--- config.mk ---
export PLATFORM = sky130hd
export DESIGN_NAME = hwic_top
export DESIGN_NICKNAME = d
export VERILOG_FILES = /design/src/verilog/hwic_top.v
export VERILOG_INCLUDE_DIRS = /design/src /design/src/verilog
export SDC_FILE = /design/constraint.sdc
export NUM_CORES = 1
export LEC_CHECK = 0
export BUFFER_PORTS_ARGS = -buffer_cell sky130_fd_sc_hd__buf_2
export CAP_MARGIN = 20
export CORE_MARGIN = 4
export CORE_UTILIZATION = 29
export DETAILED_ROUTE_END_ITERATION = 10
export PLACE_DENSITY_LB_ADDON = 0.3
export SETUP_SLACK_MARGIN = 0.05
export SYNTH_ARGS = -nofsm -noshare
export SYNTH_HDL_FRONTEND = slang
export SYNTH_SLANG_ARGS = --single-unit
--- constraint.sdc ---
create_clock -name clock_i -period 2.8 [get_ports clock_i]
set_input_delay 0.42 -clock clock_i [delete_from_list [all_inputs] [get_ports clock_i]]
set_output_delay 0.42 -clock clock_i [all_outputs]
set_load 0.03 [all_outputs]
--- src/verilog/hwic_defines.vh ---
// Constants for the host write, interrupt and carrier-detect control block
// Assumes inclusion by bare name from design files
`ifndef HWIC_DEFINES_VH
`define HWIC_DEFINES_VH
`define HWIC_ADDR_W       8
`define HWIC_DATA_W       8
`define HWIC_NUM_SRC      8
// Register addresses
`define HWIC_ADDR_CTRL    8'h00
`define HWIC_ADDR_MASK    8'h01
`define HWIC_ADDR_STATUS  8'h02
`define HWIC_ADDR_LIVE    8'h03
// Interrupt source bit positions
`define HWIC_SRC_LOP      0
`define HWIC_SRC_LAIS     1
`define HWIC_SRC_LFERF    2
`define HWIC_SRC_LOF      3
`define HWIC_SRC_OOF      4
`define HWIC_SRC_LOS      5
`define HWIC_SRC_B1       6
`define HWIC_SRC_LCD      7
// Reset values
`define HWIC_RST_BYTE     8'h00
`define HWIC_RST_MASK     8'hFF
// Synchroniser idle patterns
`define HWIC_SYNC_HI      3'h7
`define HWIC_SYNC_LO      3'h0
// Reference multiplier for clock recovery fallback
`define HWIC_REF_MULT     4'h8
`endif

--- src/verilog/hwic_top.v ---
// Host register port with write capture, read-clear interrupt and carrier-detect handling
// Assumes async host strobes, one 125 MHz system clock, sync reset from the power-on logic
//
// What this block does
// (RULE1) Capture data on write rise with select low
// (RULE2) Host holds select low through each access
// (RULE3) Interrupt low while any unmasked source active
// (RULE4) Reading status register releases the interrupt
// (RULE5) Sources: pointer, AIS, FERF, frame, OOF, signal, B1, LCD
// (RULE6) Carrier low: recovery tracks line data
// (RULE7) Carrier high: recovery locks to eight times reference
// (RULE8) Carrier high sets loss-of-signal alarm bit
// (RULE9) Reset pin low resets host registers, address latch and interrupt, not synchronisers or recovery select
// (RULE10) Reset pin low holds power-down mode
// (RULE11) Factory test clock held low by system
// (RULE12) Drive data only while read and select low
// (RULE13) Address latch transparent while latch enable high
// (RULE14) Synchronise strobes and carrier before use; the data drive enable also gates on the raw read strobe and select pins
// (RULE15) After reset sources clear, interrupt high
`include "hwic_defines.vh"
`default_nettype none
module hwic_top (
  // Clock and reset
  input  wire                       clock_i,
  input  wire                       sys_rst_i,
  // Host bus pins
  input  wire [`HWIC_ADDR_W-1:0]    addr_i,
  input  wire                       addr_latch_en_i,
  input  wire                       chip_select_n_i,
  input  wire                       write_strobe_n_i,
  input  wire                       read_strobe_n_i,
  input  wire [`HWIC_DATA_W-1:0]    data_i,
  output wire [`HWIC_DATA_W-1:0]    data_o,
  output wire                       data_oe_o,
  // Interrupt pin, open drain
  output wire                       irq_n_o,
  output wire                       irq_n_oe_o,
  // Line-side inputs
  input  wire                       carrier_detect_in_i,
  input  wire                       reset_powerdown_n_i,
  input  wire                       factory_test_clk_i,
  input  wire [`HWIC_NUM_SRC-1:0]   alarm_src_i,
  // Status outputs to the rest of the device
  output reg                        los_alarm_status_o,
  output reg                        cdr_ref_lock_o,
  output reg  [3:0]                 cdr_ref_mult_o,
  output reg                        powerdown_o,
  output reg  [`HWIC_DATA_W-1:0]    ctrl_o
);

  // Three-stage synchronisers for async pins
  reg [2:0] wr_sync;
  reg [2:0] cs_sync;
  reg [2:0] rd_sync;
  reg [2:0] cd_sync;
  reg [2:0] rst_sync;
  reg [2:0] tck_sync;
  reg       wr_n;
  reg       cs_n;
  reg       rd_n;
  reg       cd;
  reg       rstp_n;
  reg       test_on;

  always @(posedge clock_i) begin
    if (sys_rst_i) begin
      wr_sync  <= `HWIC_SYNC_HI;
      cs_sync  <= `HWIC_SYNC_HI;
      rd_sync  <= `HWIC_SYNC_HI;
      cd_sync  <= `HWIC_SYNC_LO;
      rst_sync <= `HWIC_SYNC_HI;
      tck_sync <= `HWIC_SYNC_LO;
    end else begin
      wr_sync  <= {wr_sync[1:0], write_strobe_n_i};     // [RULE14]
      cs_sync  <= {cs_sync[1:0], chip_select_n_i};      // [RULE14]
      rd_sync  <= {rd_sync[1:0], read_strobe_n_i};
      cd_sync  <= {cd_sync[1:0], carrier_detect_in_i};  // [RULE14]
      rst_sync <= {rst_sync[1:0], reset_powerdown_n_i};
      tck_sync <= {tck_sync[1:0], factory_test_clk_i};
    end
  end

  // Filtered levels: change only once stages two and three agree
  always @(posedge clock_i) begin
    if (sys_rst_i) begin
      wr_n    <= 1'b1;
      cs_n    <= 1'b1;
      rd_n    <= 1'b1;
      cd      <= 1'b0;
      rstp_n  <= 1'b1;
      test_on <= 1'b0;
    end else begin
      if (wr_sync[1] == wr_sync[2]) wr_n <= wr_sync[2];
      if (cs_sync[1] == cs_sync[2]) cs_n <= cs_sync[2];
      if (rd_sync[1] == rd_sync[2]) rd_n <= rd_sync[2];
      if (cd_sync[1] == cd_sync[2]) cd <= cd_sync[2];
      if (rst_sync[1] == rst_sync[2]) rstp_n <= rst_sync[2];
      if (tck_sync[1] == tck_sync[2]) test_on <= tck_sync[2];  // [RULE11]
    end
  end

  // Write data pins: same three stages and agree filter as the strobe
  // Keeps the captured byte aligned with the lagging internal strobe,
  // so a host that releases data at its strobe's rising edge still lands
  reg  [`HWIC_DATA_W-1:0] dat_s0;
  reg  [`HWIC_DATA_W-1:0] dat_s1;
  reg  [`HWIC_DATA_W-1:0] dat_s2;
  reg  [`HWIC_DATA_W-1:0] dat_f;
  wire [`HWIC_DATA_W-1:0] dat_agree = ~(dat_s1 ^ dat_s2);
  always @(posedge clock_i) begin
    if (sys_rst_i) begin
      dat_s0 <= `HWIC_RST_BYTE;
      dat_s1 <= `HWIC_RST_BYTE;
      dat_s2 <= `HWIC_RST_BYTE;
      dat_f  <= `HWIC_RST_BYTE;
    end else begin
      dat_s0 <= data_i;                                       // [RULE14]
      dat_s1 <= dat_s0;
      dat_s2 <= dat_s1;
      dat_f  <= (dat_f & ~dat_agree) | (dat_s2 & dat_agree);  // Per-bit agree
    end
  end

  // Internal reset: system reset or reset pin low
  wire int_rst = sys_rst_i | ~rstp_n;  // [RULE9]

  // Address latch, transparent while enable high
  reg  [`HWIC_ADDR_W-1:0] addr_hold;
  wire [`HWIC_ADDR_W-1:0] addr_eff = addr_latch_en_i ? addr_i : addr_hold;  // [RULE13]
  always @(posedge clock_i) begin
    if (int_rst)
      addr_hold <= `HWIC_RST_BYTE;
    else if (addr_latch_en_i)
      addr_hold <= addr_i;  // [RULE13]
  end

  // Previous strobe levels for edge detection
  reg wr_n_d;
  reg rd_n_d;
  reg [`HWIC_ADDR_W-1:0] wr_addr;
  reg [`HWIC_DATA_W-1:0] wr_data;
  always @(posedge clock_i) begin
    if (int_rst) begin
      wr_n_d  <= 1'b1;
      rd_n_d  <= 1'b1;
      wr_addr <= `HWIC_RST_BYTE;
      wr_data <= `HWIC_RST_BYTE;
    end else begin
      wr_n_d <= wr_n;
      rd_n_d <= rd_n;
      if (!wr_n) begin
        wr_addr <= addr_eff;
        wr_data <= dat_f;  // [RULE1]
      end
    end
  end

  // Write takes effect on the strobe's rising edge with select low
  wire wr_rise  = wr_n & ~wr_n_d & ~cs_n;  // [RULE1] [RULE2]
  wire rd_fall  = ~rd_n & rd_n_d & ~cs_n;
  wire rd_end   = rd_n & ~rd_n_d & ~cs_n;

  // Source set: carrier high forces loss of signal
  wire [`HWIC_NUM_SRC-1:0] live_src;
  assign live_src = alarm_src_i | ({{(`HWIC_NUM_SRC-1){1'b0}}, cd} << `HWIC_SRC_LOS);  // [RULE5] [RULE8]

  // Registers: control, mask, sticky status
  reg [`HWIC_DATA_W-1:0]  mask;
  reg [`HWIC_NUM_SRC-1:0] status;
  reg [`HWIC_DATA_W-1:0]  rd_data;
  reg                     rd_status;
  always @(posedge clock_i) begin
    if (int_rst) begin
      ctrl_o    <= `HWIC_RST_BYTE;
      mask      <= `HWIC_RST_MASK;
      status    <= `HWIC_RST_BYTE;  // [RULE15]
      rd_status <= 1'b0;
    end else begin
      if (wr_rise && wr_addr == `HWIC_ADDR_CTRL)
        ctrl_o <= wr_data;  // [RULE1]
      if (wr_rise && wr_addr == `HWIC_ADDR_MASK)
        mask <= wr_data;  // [RULE1]
      if (rd_fall)
        rd_status <= (addr_eff == `HWIC_ADDR_STATUS);
      // Clear on end of status read; a new event still sets
      if (rd_end && rd_status)
        status <= live_src;  // [RULE4]
      else
        status <= status | live_src;  // [RULE5]
    end
  end

  // Read data captured at start of read
  always @(posedge clock_i) begin
    if (int_rst)
      rd_data <= `HWIC_RST_BYTE;
    else if (rd_fall) begin
      case (addr_eff)
        `HWIC_ADDR_CTRL:   rd_data <= ctrl_o;
        `HWIC_ADDR_MASK:   rd_data <= mask;
        `HWIC_ADDR_STATUS: rd_data <= status;
        `HWIC_ADDR_LIVE:   rd_data <= live_src;
        default:           rd_data <= `HWIC_RST_BYTE;
      endcase
    end
  end

  // Data bus driven only during qualified read
  assign data_o    = rd_data;
  assign data_oe_o = ~read_strobe_n_i & ~chip_select_n_i & ~rd_n & ~cs_n;  // [RULE12]

  // Open-drain interrupt: pull low on unmasked sticky source
  wire irq_act = |(status & ~mask);  // [RULE3]
  assign irq_n_o    = 1'b0;
  assign irq_n_oe_o = irq_act;  // [RULE3] [RULE15]

  // Clock recovery source select and alarm, power-down
  always @(posedge clock_i) begin
    if (sys_rst_i) begin
      los_alarm_status_o <= 1'b0;
      cdr_ref_lock_o     <= 1'b0;
      cdr_ref_mult_o     <= `HWIC_REF_MULT;
      powerdown_o        <= 1'b0;
    end else begin
      los_alarm_status_o <= rstp_n & status[`HWIC_SRC_LOS];  // [RULE8]
      cdr_ref_lock_o     <= cd;                              // [RULE6] [RULE7]
      cdr_ref_mult_o     <= `HWIC_REF_MULT;                  // [RULE7]
      powerdown_o        <= ~rstp_n | test_on;               // [RULE10]
    end
  end

endmodule // hwic_top
`default_nettype wire

==> flow_summary.json <==
{
  "hpwlAfterDp_um": 6220,
  "leakagePower_nw": 2.18,
  "grt_overflow": 0,
  "nets": 526,
  "status": "completed",
  "critPathCaptureType": "register",
  "cts-root-buf": "clkbuf_16",
  "io_pins": 59,
  "worstMarginPinSlew_ns": 0.713,
  "clock_latency_ns": 0.40,
  "die_area_um2": 16500,
  "cpMaxStageDelayCell": "or4_4",
  "r2r_slack_ns": 0.89,
  "cp.required_ns": 3.05,
  "rsz0062_at_grt": "no",
  "clockBufferDepth": 2,
  "layout_worst_path_cycle_share_pct": 68.3,
  "critPathMaxStageDelay_ns": 0.59,
  "htree_levels": 4,
  "synthCells": 441,
  "clock.fmax_mhz": 523,
  "holdPathStages": 2,
  "rows": 43,
  "fin_skew_ns": 0.00610,
  "cts_tree": "built",
  "post_cts_buffers": 0,
  "die_w_um": 128,
  "cp.arrival_ns": 2.16,
  "cap_viol_max_count": 0,
  "cp_cell_sequence": "or4_4 -> nor4_4 -> o21ai_0",
  "cp-start-kind": "register",
  "ctsResizeCount": 0,
  "globalplace.congestion": 0.857,
  "hold_violations": 0,
  "worstSetupStartpoint": "cs_n",
  "core_region_area_um2": 14000,
  "grt_use_total_pct": 11.3,
  "layout.cells.non_filler": 685,
  "antenna_found_initial": 0,
  "antenna_left": 0,
  "finalCriticalPeriod_ns": 1.91,
  "reg2reg_depth": 3,
  "multi_input_area_um2": 1670,
  "port_buffers": 53,
  "cp_max_fo": 16,
  "drcViolationCount": 0,
  "diodes": 0,
  "seq_area_frac_synth_pct": 56.2,
  "synth.distinct_cells": 39,
  "initial_utilization_pct": 29.9,
  "dp.cells": 654,
  "r2r_end": "ctrl_o[2]",
  "cts_buffers": 17,
  "avgSynthCellArea_um2": 9.53,
  "setup_viol": 0,
  "peakVddDrop_uv": 463,
  "synth_edf_count": 0,
  "endpoint": "ctrl_o[2]",
  "nFillCells": 1390,
  "relSlewSlack_pct": 52.1,
  "dr.first_iter.drc_count": 218,
  "routed_via_density": 4.53,
  "regArea_um2": 2360,
  "ys_ff_latch": 118,
  "grt_max_degree": 59,
  "finalMaxSlewViolations": 0,
  "syn_area_um2": 4200,
  "asyncSetResetFlopFracSynth_pct": 0,
  "first_global_vias": 3002,
  "clk_pin_slew_worst_paths_ns": 0.06,
  "worstReg2RegStart": "cs_n",
  "cts_hold_buf": 0,
  "cts_num_sinks": 118,
  "yosys_warnings": 0,
  "drtPass1Iterations": 4,
  "drive_gt1_share_pct": 21.4,
  "avgRoutedWirePerCell_um": 12.8,
  "area_growth_pct": 24.1,
  "post-route-util_pct": 37.1,
  "setup.worst_path.class": "register to register",
  "ys.flop_type": "dfxtp_1",
  "fp.dieH_um": 128,
  "setup_tns_ns": 0,
  "dr_total_vias": 3103,
  "min_path_type": "primary input to register",
  "power-per-cell-area_nw_per_um2": 783,
  "wirelength_um": 8760,
  "grt_pass1_wl_um": 14700
}
-- report_power, final --
group	total (mW)	leakage, nW	internal [mW]	switching (mW)
logic	0.159	0.933	0.0652	0.0936
clock network	2.18	0.284	1.41	0.777
registers	1.74	0.963	1.72	0.0200
total	4.08	2.18	3.19	0.890
-- placed cells by master (no fill, tap or decap), types with 4 or more instances in the layout --
| master | n |
|---|---|
| dfxtp_1 | 118 |
| buf_2 | 53 |
| nor2_1 | 48 |
| o21ai_0 | 40 |
| a21oi_1 | 34 |
| nor2b_1 | 32 |
| nand2_1 | 22 |
| clkbuf_16 | 17 |
| mux2i_1 | 15 |
| or2_2 | 13 |
| inv_1 | 12 |
| nand3_1 | 9 |
| nor3_1 | 7 |
| o2111ai_1 | 7 |
| a22o_1 | 7 |
| nand2b_1 | 6 |
| a31oi_1 | 6 |
| conb_1 | 5 |
| a2bb2oi_1 | 4 |
| nor3b_1 | 4 |
| o21bai_1 | 4 |
| clkinv_4 | 4 |
| buf_4 | 4 |
-- per-stage QoR --
stage / hold slack [ns] / total power [mW] / area [um2] / worst slack [ns]
2_1_floorplan: 0.389 / 1.88 / 4220 / 0.970
3_3_place_gp: 0.393 / 1.93 / 4610 / 0.636
3_5_place_dp: 0.395 / 1.94 / 4610 / 0.616
4_1_cts: 0.181 / 4.13 / 5220 / 0.864
5_1_grt: 0.172 / 4.24 / 5220 / 0.700
6_report: 0.196 / 4.08 / 5220 / 0.887
-- worst min-delay path by stage --
stage | startpoint | to | slack [ns]
after floorplan | cs_sync[0] | cs_sync[1] | 0.39
after global placement | cs_sync[0] | cs_sync[1] | 0.39
after detailed placement | cs_sync[0] | cs_sync[1] | 0.40
after CTS | write_strobe_n_i | wr_sync[0] | 0.18
after global routing | reset_powerdown_n_i | rst_sync[0] | 0.17
final | reset_powerdown_n_i | rst_sync[0] | 0.20
-- worst max-delay path, delay by kind of cell (launching register included) --
kind	cells	cell delay [ns]
AOI/OAI and AO/OA	1	0.22
DFF	1	0.39
and+or+nand+nor	2	1.14
-- final cells by class --
type | instances | share of cell area [%]
repair buffers | 58 | 6.04
well taps | 180 | 4.32
clock inverters | 13 | 3.33
inverters | 12 | 0.864
flip-flops and latches | 118 | 45.3
multi-input cells | 286 | 31.9
clock buffers | 18 | 8.23
-- registers in the layout (all words and copies together) (netlist names), 8 cells and up, named ones only --
name and cells:
dat_s0 8, status 8, wr_addr 8, data_o 8, ctrl_o 8, addr_hold 8, dat_s1 8, mask 8
dat_s2 8, wr_data 8
-- cells in the mapped netlist (2+ instances only) --
library cell | instances | area share [%]
nand2_1 | 22 | 2.0
nor3_2 | 2 | 0.48
and3b_1 | 3 | 0.63
a21oi_1 | 34 | 4.0
conb_1 | 2 | 0.18
a31oi_1 | 6 | 0.89
or4_1 | 2 | 0.36
nor3_1 | 7 | 0.83
nor2_1 | 48 | 4.3
clkbuf_1 | 17 | 1.5
o2111ai_1 | 7 | 1.5
buf_1 | 4 | 0.36
a2bb2oi_1 | 4 | 0.83
nor2b_1 | 32 | 4.8
or2_2 | 13 | 1.9
a22oi_1 | 2 | 0.36
o21bai_1 | 4 | 0.71
or4_4 | 3 | 0.80
inv_1 | 12 | 1.1
nand3_1 | 9 | 1.1
a22o_1 | 7 | 1.5
o21ai_0 | 40 | 4.8
nand2b_1 | 6 | 0.89
dfxtp_1 | 118 | 56
nor3b_1 | 4 | 0.71
buf_4 | 5 | 0.89
mux2i_1 | 15 | 3.6
nor4_1 | 2 | 0.30
-- routing by layer --
| layer | part of all wire [%] | wire [um] | track usage (%) | vias up |
|---|---|---|---|---|
| li1 | - | - | - | 1610 |
| met5 | 0 | 0 | 0 | - |
| met3 | 6.8 | 599 | 4.57 | 8 |
| met4 | 0.91 | 80 | 3.68 | 0 |
| met2 | 43 | 3760 | 16.5 | 79 |
| met1 | 49 | 4330 | 15.2 | 1406 |
-- cells by family after synthesis --
family / Yosys count / share of synthesized area [%]
AOI/OAI and AO/OA: 108 / 15.4
DFF: 118 / 56.2
and+or+nand+nor: 158 / 20.2
muxes: 15 / 3.57
other: 2 / 0.179
buffers and inverters: 40 / 4.46
Note: power is estimated with default switching activity, not from simulation.
